[config.mk]
export PLATFORM = sky130hd
export DESIGN_NAME = arpc_top
export DESIGN_NICKNAME = d
export VERILOG_FILES = /design/src/rtl/arpc_pkg.sv /design/src/rtl/arpc_top.sv /design/src/rtl/arpc_i2c_slave.sv
export SDC_FILE = /design/constraint.sdc
export NUM_CORES = 1
export LEC_CHECK = 0
export BUFFER_PORTS_ARGS = -buffer_cell sky130_fd_sc_hd__buf_2
export CORE_ASPECT_RATIO = 0.7
export CORE_MARGIN = 3
export CORE_UTILIZATION = 44
export CTS_BUF_LIST = sky130_fd_sc_hd__clkbuf_8
export DETAILED_ROUTE_END_ITERATION = 8
export SYNTH_ARGS = -nofsm -noshare
export SYNTH_HDL_FRONTEND = slang
export SYNTH_HIERARCHICAL = 1
export SYNTH_SLANG_ARGS = --single-unit
export TNS_END_PERCENT = 10
[constraint.sdc]
create_clock -name I_SYS_CLK -period 2.85 [get_ports I_SYS_CLK]
set_input_delay 0.285 -clock I_SYS_CLK [delete_from_list [all_inputs] [get_ports I_SYS_CLK]]
set_output_delay 0.285 -clock I_SYS_CLK [all_outputs]
set_load 0.05 [all_outputs]
[src/rtl/arpc_pkg.sv]
// arpc_pkg: register map, field layout, reset values and timing of the
// converter power and reference control section.
// assumes a 100 MHz system clock and the register-index addressing of the
// module's internal two-wire bus.
package arpc_pkg;

    // register indexes on the internal two-wire bus
    localparam logic [7:0] PWR_REF_CTRL_OFS = 8'h00;
    localparam logic [7:0] DAC_CODE_HIGH_OFS = 8'h0B;
    localparam logic [7:0] DAC_CODE_LOW_OFS = 8'h0C;
    localparam logic [7:0] DAC_CTRL_OFS = 8'h0D;
    localparam logic [7:0] OSC_CTRL_OFS = 8'h11;

    // field positions
    localparam int COMMON_REF_EN_BIT = 7;
    localparam int TUNING_MSB = 6;
    localparam int REF_DAC_EN_BIT = 7;
    localparam int REF_DAC_SRC_BIT = 6;
    localparam int OSC_EN_BIT = 0;
    localparam int OSC_STABLE_BIT = 1;
    localparam int OSC_CLK_OUT_BIT = 2;
    localparam int DAC_CODE_W = 12;
    localparam int DAC_LOW_W = 4;

    // reset values
    localparam logic [7:0] PWR_REF_CTRL_RST = 8'h00;
    localparam logic [7:0] DAC_CODE_HIGH_RST = 8'h00;
    localparam logic [3:0] DAC_CODE_LOW_RST = 4'h0;
    localparam logic DAC_EN_RST = 1'b0;
    localparam logic DAC_SRC_RST = 1'b0;
    localparam logic OSC_EN_RST = 1'b1;
    localparam logic OSC_CLK_OUT_RST = 1'b0;
    localparam logic BANDGAP_RST = 1'b1;

    // two-wire slave address of this section; value is arbitrary
    localparam logic [6:0] DEV_ADDR = 7'h48;

    // oscillator settling: 16 oscillator clocks, converted to system cycles
    localparam longint SYS_CLK_HZ = 100000000;
    localparam longint OSC_FREQ_HZ = 4915200;
    localparam longint OSC_STABLE_CLOCKS = 16;
    localparam int OSC_STABLE_CYC =
        int'((OSC_STABLE_CLOCKS * SYS_CLK_HZ + OSC_FREQ_HZ - 1) / OSC_FREQ_HZ);
    localparam int OSC_CNT_W = 9;

    typedef enum logic [2:0]
    {
        I2C_IDLE,
        I2C_DEV,
        I2C_PTR,
        I2C_WDATA,
        I2C_RDATA
    } arpc_i2c_state_t;

endpackage

[src/rtl/arpc_top.sv]
// arpc_top: power, reference, reference DAC and oscillator control registers
// of the converter module, reached over its internal two-wire bus.
// assumes bus pins and the converter power-off level from the neighbouring
// control register are synchronous to I_SYS_CLK.
`timescale 1ns/100ps
`default_nettype none

// How it works
// - power register bit 7 enables common reference
// - DAC code: high reg bits 11-4, low 3-0
// - low code write waits until high write
// - DAC control bit 7 enables reference DAC
// - DAC control bit 6: supply or common reference
// - bandgap off only when powered off, reference disabled
// - oscillator stable flag after 16 oscillator clocks
// - unimplemented bits read zero, ignore writes
// - registers accessed over internal two-wire bus
module arpc_top
(
    // clock and reset
    input wire logic I_SYS_CLK,
    input wire logic I_SYS_RST,
    // internal two-wire bus; SDA is open drain, output is always low
    input wire logic I_SCL,
    input wire logic I_SDA_IN,
    output logic O_SDA_OUT,
    output logic O_SDA_OE,
    // neighbouring converter control
    input wire logic I_CONVERTER_POWER_OFF,
    // analog controls
    output logic O_COMMON_REF_ENABLE,
    output logic O_BANDGAP_ON,
    output logic [6:0] O_PERF_TUNING,
    output logic O_REF_DAC_ENABLE,
    output logic O_REF_DAC_SOURCE_SELECT,
    output logic [arpc_pkg::DAC_CODE_W-1:0] O_REF_DAC_CODE,
    // oscillator
    output logic O_OSC_ENABLE,
    output logic O_OSC_STABLE_FLAG,
    output logic O_OSC_CLOCK_OUTPUT
);
    import arpc_pkg::*;

    function automatic logic reg_hit(input logic [7:0] addr, input logic [7:0] ofs);
        reg_hit = (addr == ofs);
    endfunction

    logic bus_wr_en;
    logic [7:0] bus_addr;
    logic [7:0] bus_wr_data;
    logic [7:0] rd_data;
    logic sda_oe;

    logic [7:0] pwr_ref_ctrl_r;
    logic [7:0] dac_code_high_r;
    logic [DAC_LOW_W-1:0] dac_low_shadow_r;
    logic [DAC_LOW_W-1:0] dac_code_low_r;
    logic ref_dac_enable_r;
    logic ref_dac_source_select_r;
    logic osc_enable_r;
    logic osc_clock_output_r;
    logic [OSC_CNT_W-1:0] osc_cnt_r;
    logic osc_stable_flag_r;
    logic bandgap_on_r;
    logic [9:0] en_age_r;

    // bus access over the two-wire slave
    arpc_i2c_slave u_i2c_slave
    (
        .i_clk(I_SYS_CLK),
        .i_rst(I_SYS_RST),
        .i_scl(I_SCL),
        .i_sda(I_SDA_IN),
        .o_sda_oe(sda_oe),
        .o_wr_en(bus_wr_en),
        .o_addr(bus_addr),
        .o_wr_data(bus_wr_data),
        .i_rd_data(rd_data)
    );

    assign O_SDA_OUT = 1'b0;
    assign O_SDA_OE = sda_oe;

    // read view; unimplemented bits tie low
    always_comb
    begin
        rd_data = 8'h00;
        if (reg_hit(bus_addr, PWR_REF_CTRL_OFS))
            rd_data = pwr_ref_ctrl_r;
        else if (reg_hit(bus_addr, DAC_CODE_HIGH_OFS))
            rd_data = dac_code_high_r;
        else if (reg_hit(bus_addr, DAC_CODE_LOW_OFS))
            rd_data[DAC_LOW_W-1:0] = dac_low_shadow_r;
        else if (reg_hit(bus_addr, DAC_CTRL_OFS))
        begin
            rd_data[REF_DAC_EN_BIT] = ref_dac_enable_r;
            rd_data[REF_DAC_SRC_BIT] = ref_dac_source_select_r;
        end
        else if (reg_hit(bus_addr, OSC_CTRL_OFS))
        begin
            rd_data[OSC_EN_BIT] = osc_enable_r;
            rd_data[OSC_STABLE_BIT] = osc_stable_flag_r;
            rd_data[OSC_CLK_OUT_BIT] = osc_clock_output_r;
        end
    end

    // power register: enable bit plus tuning field, the field is the host's
    // to set correctly for the filter mode
    always_ff @(posedge I_SYS_CLK or posedge I_SYS_RST)
    begin
        if (I_SYS_RST)
            pwr_ref_ctrl_r <= PWR_REF_CTRL_RST;
        else if (bus_wr_en && reg_hit(bus_addr, PWR_REF_CTRL_OFS))
            pwr_ref_ctrl_r <= bus_wr_data;
    end

    // low code is parked in a shadow until the high byte arrives, so the
    // analog code never shows a half-updated value
    always_ff @(posedge I_SYS_CLK or posedge I_SYS_RST)
    begin
        if (I_SYS_RST)
        begin
            dac_low_shadow_r <= DAC_CODE_LOW_RST;
            dac_code_low_r <= DAC_CODE_LOW_RST;
            dac_code_high_r <= DAC_CODE_HIGH_RST;
        end
        else
        begin
            if (bus_wr_en && reg_hit(bus_addr, DAC_CODE_LOW_OFS))
                dac_low_shadow_r <= bus_wr_data[DAC_LOW_W-1:0];
            if (bus_wr_en && reg_hit(bus_addr, DAC_CODE_HIGH_OFS))
            begin
                dac_code_high_r <= bus_wr_data;
                dac_code_low_r <= dac_low_shadow_r;
            end
        end
    end

    always_ff @(posedge I_SYS_CLK or posedge I_SYS_RST)
    begin
        if (I_SYS_RST)
        begin
            ref_dac_enable_r <= DAC_EN_RST;
            ref_dac_source_select_r <= DAC_SRC_RST;
        end
        else if (bus_wr_en && reg_hit(bus_addr, DAC_CTRL_OFS))
        begin
            ref_dac_enable_r <= bus_wr_data[REF_DAC_EN_BIT];
            ref_dac_source_select_r <= bus_wr_data[REF_DAC_SRC_BIT];
        end
    end

    // clock-output bit is stored but the host keeps it at zero
    always_ff @(posedge I_SYS_CLK or posedge I_SYS_RST)
    begin
        if (I_SYS_RST)
        begin
            osc_enable_r <= OSC_EN_RST;
            osc_clock_output_r <= OSC_CLK_OUT_RST;
        end
        else if (bus_wr_en && reg_hit(bus_addr, OSC_CTRL_OFS))
        begin
            osc_enable_r <= bus_wr_data[OSC_EN_BIT];
            osc_clock_output_r <= bus_wr_data[OSC_CLK_OUT_BIT];
        end
    end

    // settling count in system cycles covering 16 oscillator periods;
    // the flag itself is read-only, writes to its bit are dropped
    always_ff @(posedge I_SYS_CLK or posedge I_SYS_RST)
    begin
        if (I_SYS_RST)
        begin
            osc_cnt_r <= '0;
            osc_stable_flag_r <= 1'b0;
        end
        else if (!osc_enable_r)
        begin
            osc_cnt_r <= '0;
            osc_stable_flag_r <= 1'b0;
        end
        else if (osc_cnt_r < OSC_CNT_W'(OSC_STABLE_CYC))
        begin
            osc_cnt_r <= osc_cnt_r + 1'b1;
            osc_stable_flag_r <= (osc_cnt_r == OSC_CNT_W'(OSC_STABLE_CYC - 1));
        end
    end

    // bandgap stays up unless the converter is off and the reference unused
    always_ff @(posedge I_SYS_CLK or posedge I_SYS_RST)
    begin
        if (I_SYS_RST)
            bandgap_on_r <= BANDGAP_RST;
        else
            bandgap_on_r <= !(I_CONVERTER_POWER_OFF && !pwr_ref_ctrl_r[COMMON_REF_EN_BIT]);
    end

    assign O_COMMON_REF_ENABLE = pwr_ref_ctrl_r[COMMON_REF_EN_BIT];
    assign O_BANDGAP_ON = bandgap_on_r;
    assign O_PERF_TUNING = pwr_ref_ctrl_r[TUNING_MSB:0];
    assign O_REF_DAC_ENABLE = ref_dac_enable_r;
    assign O_REF_DAC_SOURCE_SELECT = ref_dac_source_select_r;
    assign O_REF_DAC_CODE = {dac_code_high_r, dac_code_low_r};
    assign O_OSC_ENABLE = osc_enable_r;
    assign O_OSC_STABLE_FLAG = osc_stable_flag_r;
    assign O_OSC_CLOCK_OUTPUT = osc_clock_output_r;

    // cycles since the oscillator was last enabled, only for checking
    always_ff @(posedge I_SYS_CLK or posedge I_SYS_RST)
    begin
        if (I_SYS_RST)
            en_age_r <= 10'h000;
        else if (!osc_enable_r)
            en_age_r <= 10'h000;
        else if (en_age_r != 10'h3FF)
            en_age_r <= en_age_r + 10'h001;
    end

    a_common_ref_write: assert property (
        @(posedge I_SYS_CLK) disable iff (I_SYS_RST)
        bus_wr_en && bus_addr == PWR_REF_CTRL_OFS
        |=> O_COMMON_REF_ENABLE == $past(bus_wr_data[7]))
    else $error("common reference enable does not follow power register bit 7");

    a_dac_high_commit: assert property (
        @(posedge I_SYS_CLK) disable iff (I_SYS_RST)
        bus_wr_en && bus_addr == DAC_CODE_HIGH_OFS
        |=> O_REF_DAC_CODE == {$past(bus_wr_data), $past(dac_low_shadow_r)})
    else $error("dac code not formed from high byte and buffered low bits");

    a_dac_low_held: assert property (
        @(posedge I_SYS_CLK) disable iff (I_SYS_RST)
        bus_wr_en && bus_addr == DAC_CODE_LOW_OFS
        |=> $stable(O_REF_DAC_CODE) ##1 $stable(O_REF_DAC_CODE) || $past(bus_wr_en))
    else $error("low dac code write reached the output without a high write");

    a_dac_enable_write: assert property (
        @(posedge I_SYS_CLK) disable iff (I_SYS_RST)
        bus_wr_en && bus_addr == DAC_CTRL_OFS
        |=> O_REF_DAC_ENABLE == $past(bus_wr_data[7]))
    else $error("dac enable does not follow control bit 7");

    a_dac_source_write: assert property (
        @(posedge I_SYS_CLK) disable iff (I_SYS_RST)
        bus_wr_en && bus_addr == DAC_CTRL_OFS
        |=> O_REF_DAC_SOURCE_SELECT == $past(bus_wr_data[6]))
    else $error("dac source select does not follow control bit 6");

    a_bandgap_table: assert property (
        @(posedge I_SYS_CLK) disable iff (I_SYS_RST)
        I_CONVERTER_POWER_OFF && !O_COMMON_REF_ENABLE
        |=> !O_BANDGAP_ON)
    else $error("bandgap on while converter off and reference disabled");

    a_bandgap_on: assert property (
        @(posedge I_SYS_CLK) disable iff (I_SYS_RST)
        !I_CONVERTER_POWER_OFF || O_COMMON_REF_ENABLE |=> O_BANDGAP_ON)
    else $error("bandgap off while converter or reference needs it");

    a_osc_stable_time: assert property (
        @(posedge I_SYS_CLK) disable iff (I_SYS_RST)
        $rose(O_OSC_STABLE_FLAG) |-> en_age_r == 10'(OSC_STABLE_CYC) && O_OSC_ENABLE)
    else $error("oscillator stable flag set at the wrong settling time");

    a_osc_not_late: assert property (
        @(posedge I_SYS_CLK) disable iff (I_SYS_RST)
        O_OSC_ENABLE && en_age_r == 10'(OSC_STABLE_CYC) |-> O_OSC_STABLE_FLAG)
    else $error("oscillator stable flag late");

    a_osc_disable_clear: assert property (
        @(posedge I_SYS_CLK) disable iff (I_SYS_RST)
        !O_OSC_ENABLE |=> !O_OSC_STABLE_FLAG)
    else $error("oscillator stable flag survived disable");

    a_unimpl_read_zero: assert property (
        @(posedge I_SYS_CLK) disable iff (I_SYS_RST)
        (bus_addr == DAC_CTRL_OFS |-> rd_data[5:0] == 6'h00)
        and (bus_addr == OSC_CTRL_OFS |-> rd_data[7:3] == 5'h00)
        and (bus_addr == DAC_CODE_LOW_OFS |-> rd_data[7:4] == 4'h0))
    else $error("unimplemented register bits read non-zero");

    // writes outside the map must leave every stored bit alone
    a_unmapped_write: assert property (
        @(posedge I_SYS_CLK) disable iff (I_SYS_RST)
        bus_wr_en && bus_addr != PWR_REF_CTRL_OFS && bus_addr != DAC_CODE_HIGH_OFS
        && bus_addr != DAC_CODE_LOW_OFS && bus_addr != DAC_CTRL_OFS && bus_addr != OSC_CTRL_OFS
        |=> $stable({pwr_ref_ctrl_r, dac_code_high_r, dac_low_shadow_r, dac_code_low_r,
                     ref_dac_enable_r, ref_dac_source_select_r, osc_enable_r,
                     osc_clock_output_r}))
    else $error("write to an unmapped index changed a register");

    a_low_shadow_load: assert property (
        @(posedge I_SYS_CLK) disable iff (I_SYS_RST)
        bus_wr_en && bus_addr == DAC_CODE_LOW_OFS
        |=> dac_low_shadow_r == $past(bus_wr_data[DAC_LOW_W-1:0]))
    else $error("low dac code write did not reach the holding buffer");

    a_osc_restart: assert property (
        @(posedge I_SYS_CLK) disable iff (I_SYS_RST)
        $rose(O_OSC_ENABLE) |-> !O_OSC_STABLE_FLAG ##1 !O_OSC_STABLE_FLAG)
    else $error("oscillator stable flag set right after enable");

endmodule

`default_nettype wire

[src/rtl/arpc_i2c_slave.sv]
// arpc_i2c_slave: two-wire slave that turns bus transfers into register
// write pulses and register reads, using the register index as address.
// assumes SCL and SDA are already synchronous to the system clock and far
// slower than it; no clock stretching.
`timescale 1ns/100ps
`default_nettype none

module arpc_i2c_slave
(
    // system
    input wire logic i_clk,
    input wire logic i_rst,
    // bus pins
    input wire logic i_scl,
    input wire logic i_sda,
    output logic o_sda_oe,
    // register side
    output logic o_wr_en,
    output logic [7:0] o_addr,
    output logic [7:0] o_wr_data,
    input wire logic [7:0] i_rd_data
);
    import arpc_pkg::*;

    arpc_i2c_state_t state_r;
    logic scl_q_r;
    logic sda_q_r;
    logic [3:0] bit_cnt_r;
    logic [7:0] shift_r;
    logic read_r;
    logic scl_rise;
    logic scl_fall;
    logic start_det;
    logic stop_det;

    assign scl_rise = i_scl & ~scl_q_r;
    assign scl_fall = ~i_scl & scl_q_r;
    assign start_det = scl_q_r & i_scl & sda_q_r & ~i_sda;
    assign stop_det = scl_q_r & i_scl & ~sda_q_r & i_sda;

    always_ff @(posedge i_clk or posedge i_rst)
    begin
        if (i_rst)
        begin
            scl_q_r <= 1'b1;
            sda_q_r <= 1'b1;
        end
        else
        begin
            scl_q_r <= i_scl;
            sda_q_r <= i_sda;
        end
    end

    // bytes are acked on the falling edge after the 8th bit; pointer
    // advances after every data byte so bursts walk the register map
    always_ff @(posedge i_clk or posedge i_rst)
    begin
        if (i_rst)
        begin
            state_r <= I2C_IDLE;
            bit_cnt_r <= 4'h0;
            shift_r <= 8'h00;
            read_r <= 1'b0;
            o_sda_oe <= 1'b0;
            o_wr_en <= 1'b0;
            o_addr <= 8'h00;
            o_wr_data <= 8'h00;
        end
        else
        begin
            o_wr_en <= 1'b0;
            if (start_det)
            begin
                state_r <= I2C_DEV;
                bit_cnt_r <= 4'h0;
                o_sda_oe <= 1'b0;
            end
            else if (stop_det)
            begin
                state_r <= I2C_IDLE;
                o_sda_oe <= 1'b0;
            end
            else if (state_r == I2C_RDATA)
            begin
                if (scl_fall && bit_cnt_r < 4'h7)
                begin
                    shift_r <= {shift_r[6:0], 1'b0};
                    o_sda_oe <= ~shift_r[6];
                    bit_cnt_r <= bit_cnt_r + 4'h1;
                end
                else if (scl_fall && bit_cnt_r == 4'h7)
                begin
                    o_sda_oe <= 1'b0;
                    bit_cnt_r <= 4'h8;
                end
                else if (scl_rise && bit_cnt_r == 4'h8)
                begin
                    if (i_sda)
                        state_r <= I2C_IDLE;
                    else
                        bit_cnt_r <= 4'h9;
                end
                else if (scl_fall && bit_cnt_r == 4'h9)
                begin
                    shift_r <= i_rd_data;
                    o_sda_oe <= ~i_rd_data[7];
                    o_addr <= o_addr + 8'h01;
                    bit_cnt_r <= 4'h0;
                end
            end
            else if (state_r != I2C_IDLE)
            begin
                if (scl_rise && bit_cnt_r < 4'h8)
                begin
                    shift_r <= {shift_r[6:0], i_sda};
                    bit_cnt_r <= bit_cnt_r + 4'h1;
                end
                else if (scl_fall && bit_cnt_r == 4'h8)
                begin
                    bit_cnt_r <= 4'h9;
                    o_sda_oe <= 1'b1;
                    case (state_r)
                        I2C_DEV:
                        begin
                            read_r <= shift_r[0];
                            if (shift_r[7:1] != DEV_ADDR)
                            begin
                                state_r <= I2C_IDLE;
                                o_sda_oe <= 1'b0;
                            end
                        end
                        I2C_PTR: o_addr <= shift_r;
                        I2C_WDATA:
                        begin
                            o_wr_en <= 1'b1;
                            o_wr_data <= shift_r;
                        end
                        default: o_sda_oe <= 1'b0;
                    endcase
                end
                else if (scl_fall && bit_cnt_r == 4'h9)
                begin
                    bit_cnt_r <= 4'h0;
                    o_sda_oe <= 1'b0;
                    case (state_r)
                        I2C_DEV:
                        begin
                            if (read_r)
                            begin
                                state_r <= I2C_RDATA;
                                shift_r <= i_rd_data;
                                o_sda_oe <= ~i_rd_data[7];
                                o_addr <= o_addr + 8'h01;
                            end
                            else
                                state_r <= I2C_PTR;
                        end
                        I2C_PTR: state_r <= I2C_WDATA;
                        I2C_WDATA: o_addr <= o_addr + 8'h01;
                        default: state_r <= I2C_IDLE;
                    endcase
                end
            end
        end
    end

endmodule

`default_nettype wire

* After elaboration in Yosys (flattened, before gate mapping)
Index checks and enable logic that the tools add are counted.
Operators by class: add/sub/neg operators 3, magnitude comparators 3, equality and inequality tests 37, muxes and demuxes 85, bitwise gates (word level) 17, reduce and logical (&&, ||, !) cells 33
Operators with widths (count):
- $mux 8 | 23
- $mux 3 | 17
- $mux 4 | 12
- $eq 8x4->1 const B | 3
- $mux 1 | 24
- $reduce_and 10->1 | 2
- $mux 9 | 2
- $ne 4x2->1 const B | 4
- $pmux 8 s2 | 1
- $reduce_bool 3->1 | 5
- $reduce_and 7->1 | 2
- $logic_and 1x1->1 | 12
- $ne 6x4->1 const B | 2
- $reduce_and 12->1 | 1
- $ne 5x2->1 const B | 2
- $not 1->1 | 10
- $add 9x1->9 const B | 1
- $eq 9x9->1 const B | 1
- $lt 9x9->1 const B | 1
- $ne 3x3->1 const B | 3
- $pmux 3 s3 | 1
- $add 8x1->8 const B | 1
- $eq 4x4->1 const B | 2
- $eq 8x5->1 const B | 1
- other kinds (26) | 45
Storage, ports and cells: bits in registers 75, bits of input ports 5, output and inout port bits 28

* Longest topological paths before layout
depth after elaboration 16, mapped depth 8, gate-level depth less buffers 7

* By module
The synthesis kept the hierarchy.
Modules (own cells, without submodules):
- arpc_i2c_slave | instances 1, cells an instance 224, area each 2292.2 um2
- arpc_top | instances 1, cells an instance 159, area each 1909.3 um2

* Least setup slack after synthesis
No wires, ideal clock.
path kind register to register, start point register u_i2c_slave.bit_cnt_r[0], end point register u_i2c_slave.o_wr_data[0], library setup time 125 ps, arrival 1851 ps, data required time 2725 ps, setup slack 874 ps, cell stages (with the launch flop) 7, buffers on the path 0, clock period less this slack 1976 ps, cells stage by stage dfrtp_1 -> inv_1 -> ha_1 -> and3b_1 -> nand2_1 -> nor4_4 -> mux2_2
Between the ends: longest elaborated chain between the ends 4, elaborated cells between the ends (all ways) 6, classes of those cells order compare: 1; eq/ne: 1; bitwise: 1; reduce/logical: 3
Ends and longest elaborated chain:
- start: declaration | RTL line arpc_i2c_slave.sv:28 | logic [3:0] bit_cnt_r;
- start signal: assignment | RTL line arpc_i2c_slave.sv:90 | bit_cnt_r <= bit_cnt_r + 4'h1;
- start signal: assignment | RTL line arpc_i2c_slave.sv:117 | bit_cnt_r <= bit_cnt_r + 4'h1;
- $lt 4x4->1 | RTL line arpc_i2c_slave.sv:114 | if (scl_rise && bit_cnt_r < 4'h8)
- $logic_and 1x1->1 | RTL line arpc_i2c_slave.sv:114
- $not 1->1 (no line)
- $reduce_and 7->1 (no line) (*)
- end signal: assignment | RTL line arpc_i2c_slave.sv:137 | o_wr_data <= shift_r;
- end: declaration | RTL line arpc_i2c_slave.sv:20 | output logic [7:0] o_wr_data,
Mark *: on every way between the ends. The rest lies on a longest branch, timed or not. A chain may end at the register's enable or synchronous reset.

* Worst setup path after layout
start point register u_i2c_slave.scl_q_r, end point register u_i2c_slave.o_wr_data[4]
Between the ends: longest elaborated chain between the ends 5, elaborated cells between the ends (all ways) 14, classes of those cells bitwise: 11; reduce/logical: 3
Ends and longest elaborated chain:
- start: declaration | RTL line arpc_i2c_slave.sv:26 | logic scl_q_r;
- start signal: assignment | RTL line arpc_i2c_slave.sv:50 | scl_q_r <= i_scl;
- $and 1x1->1 or $not 1->1 (tied branches) | RTL line arpc_i2c_slave.sv:38, arpc_i2c_slave.sv:39, arpc_i2c_slave.sv:36
- $and 1x1->1 (on tied branches) | RTL line arpc_i2c_slave.sv:38, arpc_i2c_slave.sv:36, arpc_i2c_slave.sv:39
- $and 1x1->1 (tied with other cells) | RTL line arpc_i2c_slave.sv:38 | assign start_det = scl_q_r & i_scl & sda_q_r & ~i_sda;
- $not 1->1 (no line)
- $reduce_and 7->1 (no line) (*)
Marked as above.

==> run summary <==
=================================================================================
Status                                                               finished clean
Area fraction of the dominant cell type after synthesis                     42.3%
Share of power burned in combinational logic                                25.5%
Dominant cells by area after synthesis                               sky130_fd_sc_hd__dfrtp_1 (42%), sky130_fd_sc_hd__mux2_2 (12%), sky130_fd_sc_hd__mux2_4 (3.6%)
Final Critical Period                                                     2.45 ns
Net switching power of the design                                         1090 uW
Source-to-sink clock delay at the later pin of the worst-skew pair        0.36 ns
Fraction of the cycle the final worst path needs                            85.9%
Worst hold path type                                                 input pin to async pin
FILL cells                                                                    845
Count of nets left with antenna violations after detail routing                 0
Sw Ratio                                                                    34.5%
Clock Skews                                                             0.0148 ns
Leftover overflow at the end of global routing                                  0
Unrepaired setup endpoints after global routing                                no
Synthesized Nets                                                              394
# Post-CTS Setup Buffers                                                        0
Global-route wire length before repair                                   16900 um
Area fraction in and, or, nand and nor cells after synthesis                18.0%
Post-synthesis instance total                                                 383
Final max-slew violation count                                                  0
Depth of the worst register-to-register path                                    4
Last weighted congestion value of the routability-driven placer             0.885
Count of port buffers added during placement                                   31
Post-Place Setup Slack                                                   0.464 ns
Actual slew at the worst max-slew pin                                    0.717 ns
Number of warnings reported in the yosys synthesis log                          6
Layout cells sized above 1                                                  30.2%
Internal Power                                                            2060 uW
Antenna violations before repair                                                0
Maximum number of pins on one net before global-route repair                   40
DPL Wire Length                                                           7480 um
Achievable clock frequency                                                408 MHz
Worst setup slack after layout                                           0.401 ns
Final standard cell utilization of the core                                 51.0%
Number of distinct library cells after synthesis                               72
Drc violations                                                                  0
Sequential share of the synthesized area                                    44.8%
Clock buffer depth                                                              2
Crit start category                                                          flop
Total Wirelength                                                         10300 um
Worst r2r src                                                        u_i2c_slave/scl_q_r$_DFF_PP1_
Setup Total Neg Slack                                                        0 ns
Worst-case register-to-register setup slack                               0.40 ns
Final hold slack                                                        0.0364 ns
End of the critical path                                             u_i2c_slave/o_wr_data[4]$_DFFE_PP0P_
Post-Syn Area                                                         0.00420 mm2
Total routing resource utilization after global routing                     20.5%
Area growth from synthesis to layout                                        11.5%
Average footprint of a synthesized cell                                  11.0 um2
CTS root buffer                                                      sky130_fd_sc_hd__clkbuf_8
Count of vias placed by the detailed router                                  3234
FP Rows                                                                        29
Cts hold-fix bufs                                                               0
Iteration count of the initial detailed-routing pass                            5
Avg Vias per Cell                                                            5.94
Endpoint kind of the worst setup timing path                                 flop
Worst voltage drop across the vdd grid                                 0.000330 V
Post-synth top area cell                                             sky130_fd_sc_hd__dfrtp_1
Share of cell area taken by muxes after synthesis                           17.1%
Layout net count                                                              426
Antenna cells                                                                   0
Data required, critical path                                              3.09 ns
Sequential group share of total power                                       43.6%
Die area                                                               0.0108 mm2
Post-synth EDFFs                                                                0
Number of synthesized register bits                                            75
Dominant combinational cell family by area after synthesis           simple AND/OR/NAND/NOR gates
Die outline height                                                        87.8 um
Total power per unit cell area                                         672 mW/mm2
CTS Sinks                                                                      75
TritonCTS buffer count                                                          9
Part of the power in the clock network                                      30.9%
Async S/R FF share, synth                                                    100%
Final setup violation count                                                     0
I/O pins                                                                       33
Starting density of the core                                                45.8%
Synth Area in XOR/XNOR                                                      1.25%
Final hold violation count                                                      0
Total core area                                                       0.00918 mm2
Area share of fa/ha/maj cells after synthesis                               1.79%
Worst reg2reg endpoint                                               u_i2c_slave/o_wr_data[4]$_DFFE_PP0P_
Clock tree from TritonCTS                                                   built
Vias in the first global route                                               3004
Leak pwr                                                               0.00220 uW
Wire per inst                                                             18.9 um
Critical Path Fanout Max                                                        9
Synth Area in Compound Gates                                                13.5%
Number of max-capacitance violations reported                                   0
Synth Flop Type                                                      sky130_fd_sc_hd__dfrtp_1
Relative slew slack                                                         52.2%
First element of the critical path                                   u_i2c_slave/scl_q_r$_DFF_PP1_
Horizontal die dimension                                                   123 um
Critical path arrival                                                     2.69 ns
Post-cts gate resize count                                                      0
Depth of the CTS H-tree                                                         3
Register clock-pin slew on the reported worst setup and hold paths        0.08 ns
Initial DRC count                                                             339
Type of the worst setup path                                         flop to flop
=================================================================================
==> Yosys cell counts (2+ instances only) <==
| library cell | instances |
|---|---|
| sky130_fd_sc_hd__a31o_2 | 2 |
| sky130_fd_sc_hd__mux2_2 | 46 |
| sky130_fd_sc_hd__o21ai_0 | 15 |
| sky130_fd_sc_hd__dfrtp_1 | 71 |
| sky130_fd_sc_hd__nand2b_1 | 4 |
| sky130_fd_sc_hd__o31ai_1 | 2 |
| sky130_fd_sc_hd__dfstp_2 | 4 |
| sky130_fd_sc_hd__or3b_2 | 2 |
| sky130_fd_sc_hd__nor3_1 | 5 |
| sky130_fd_sc_hd__a22oi_1 | 6 |
| sky130_fd_sc_hd__nor3b_1 | 3 |
| sky130_fd_sc_hd__nand3b_1 | 4 |
| sky130_fd_sc_hd__inv_1 | 9 |
| sky130_fd_sc_hd__clkbuf_1 | 2 |
| sky130_fd_sc_hd__buf_2 | 6 |
| sky130_fd_sc_hd__and4_1 | 3 |
| sky130_fd_sc_hd__xnor2_1 | 5 |
| sky130_fd_sc_hd__and3b_1 | 2 |
| sky130_fd_sc_hd__buf_6 | 2 |
| sky130_fd_sc_hd__a32o_1 | 2 |
| sky130_fd_sc_hd__nor2_1 | 18 |
| sky130_fd_sc_hd__mux2i_1 | 5 |
| sky130_fd_sc_hd__a22o_1 | 7 |
| sky130_fd_sc_hd__nor4_4 | 2 |
| sky130_fd_sc_hd__o21a_1 | 2 |
| sky130_fd_sc_hd__nor2b_1 | 5 |
| sky130_fd_sc_hd__nand4_1 | 7 |
| sky130_fd_sc_hd__nand3_1 | 13 |
| sky130_fd_sc_hd__and3_1 | 6 |
| sky130_fd_sc_hd__o41ai_1 | 2 |
| sky130_fd_sc_hd__o221ai_1 | 2 |
| sky130_fd_sc_hd__buf_4 | 6 |
| sky130_fd_sc_hd__o2111ai_1 | 3 |
| sky130_fd_sc_hd__a21oi_1 | 18 |
| sky130_fd_sc_hd__nand2_1 | 33 |
| sky130_fd_sc_hd__mux2_4 | 10 |
| sky130_fd_sc_hd__ha_1 | 6 |
| sky130_fd_sc_hd__nor4_1 | 5 |
| sky130_fd_sc_hd__or3_1 | 3 |
| sky130_fd_sc_hd__o22ai_1 | 3 |
==> worst max-delay path, stage by stage (launching register included) <==
cell and delay (ns):
sky130_fd_sc_hd__dfstp_2 0.60, sky130_fd_sc_hd__nor2b_1 0.42, sky130_fd_sc_hd__nand2_1 0.28, sky130_fd_sc_hd__nor4_4 0.61
sky130_fd_sc_hd__mux2_2 0.41
==> worst min path at each step <==
stage | to | slack (ns) | cells after the start
2_1_floorplan | u_i2c_slave/scl_q_r$_DFF_PP1_ | 0.29 | 0
3_3_place_gp | O_BANDGAP_ON$_DFF_PP1_ | 0.42 | 2
3_5_place_dp | O_BANDGAP_ON$_DFF_PP1_ | 0.42 | 2
4_1_cts | O_BANDGAP_ON$_DFF_PP1_ | 0.03 | 2
5_1_grt | O_BANDGAP_ON$_DFF_PP1_ | 0.02 | 2
6_report | u_i2c_slave/o_wr_data[5]$_DFFE_PP0P_ | 0.04 | 3
==> flip-flops by register name, summed over array words and instances (netlist names), 3 cells and up <==
register and count:
u_i2c_slave/o_addr 8, pwr_ref_ctrl_r 8, u_i2c_slave/bit_cnt_r 4, dac_code_low_r 4, u_i2c_slave/o_wr_data 8, u_i2c_slave/shift_r 8, osc_cnt_r 9, u_i2c_slave/state_r 3
dac_low_shadow_r 4, dac_code_high_r 8
==> metrics by stage <==
| stage | std cells | instance area (um2) | power (uW) |
|---|---|---|---|
| floorplan | 383 | 4200 | 1970 |
| global placement | 528 | 4450 | 2160 |
| detailed placement | 528 | 4450 | 2170 |
| CTS | 544 | 4690 | 3150 |
| global route | 544 | 4690 | 3320 |
| finish | 544 | 4690 | 3150 |
==> logic make-up (layout without fill, tap and decap cells) <==
| logic type | count (synthesis) | in the layout |
|---|---|---|
| xor+xnor | 6 | 6 |
| other cells | 1 | 1 |
| buf+inv | 26 | 63 |
| simple gates | 130 | 130 |
| mux | 61 | 61 |
| flops | 75 | 75 |
| compound gates | 78 | 78 |
| fa+ha+maj | 6 | 6 |
==> cell type report <==
| class | instances | area (um2) | share of cell area, % |
|---|---|---|---|
| inverter | 10 | 37.5 | 0.801 |
| multi-input combinational | 282 | 2180 | 46.5 |
| timing repair buffer | 37 | 200 | 4.27 |
| clock inverter | 7 | 110 | 2.35 |
| sequential | 75 | 1880 | 40.2 |
| tap | 124 | 155 | 3.31 |
| clock buffer | 9 | 124 | 2.64 |
==> power groups by stage <==
stage	combinational, uW	sequential (uW)	clock, uW
after floorplan	667	1300	0
after global placement	770	1390	0
after detailed placement	787	1380	0
after CTS	790	1370	996
after global routing	871	1400	1050
final	804	1370	971
==> per-layer routing <==
layer  wire (um)  GRT usage (%)
met3         674           5.94
met2        4110           26.5
met4          72           4.88
met1        5420           32.8
met5           0              0
==> cells in the final DEF (no fill, tap or decap), types with 5 or more instances in the layout <==
| master | instances |
|---|---|
| sky130_fd_sc_hd__dfrtp_1 | 71 |
| sky130_fd_sc_hd__mux2_2 | 46 |
| sky130_fd_sc_hd__nand2_1 | 33 |
| sky130_fd_sc_hd__buf_2 | 31 |
| sky130_fd_sc_hd__nor2_1 | 18 |
| sky130_fd_sc_hd__a21oi_1 | 18 |
| sky130_fd_sc_hd__o21ai_0 | 15 |
| sky130_fd_sc_hd__nand3_1 | 13 |
| sky130_fd_sc_hd__inv_1 | 11 |
| sky130_fd_sc_hd__mux2_4 | 10 |
| sky130_fd_sc_hd__clkbuf_8 | 9 |
| sky130_fd_sc_hd__nand4_1 | 7 |
| sky130_fd_sc_hd__a22o_1 | 7 |
| sky130_fd_sc_hd__and3_1 | 6 |
| sky130_fd_sc_hd__a22oi_1 | 6 |
| sky130_fd_sc_hd__ha_1 | 6 |
| sky130_fd_sc_hd__buf_4 | 6 |
| sky130_fd_sc_hd__nor2b_1 | 5 |
| sky130_fd_sc_hd__nor3_1 | 5 |
| sky130_fd_sc_hd__nor4_1 | 5 |
| sky130_fd_sc_hd__xnor2_1 | 5 |
| sky130_fd_sc_hd__mux2i_1 | 5 |
(Power assumes the default switching activity.)
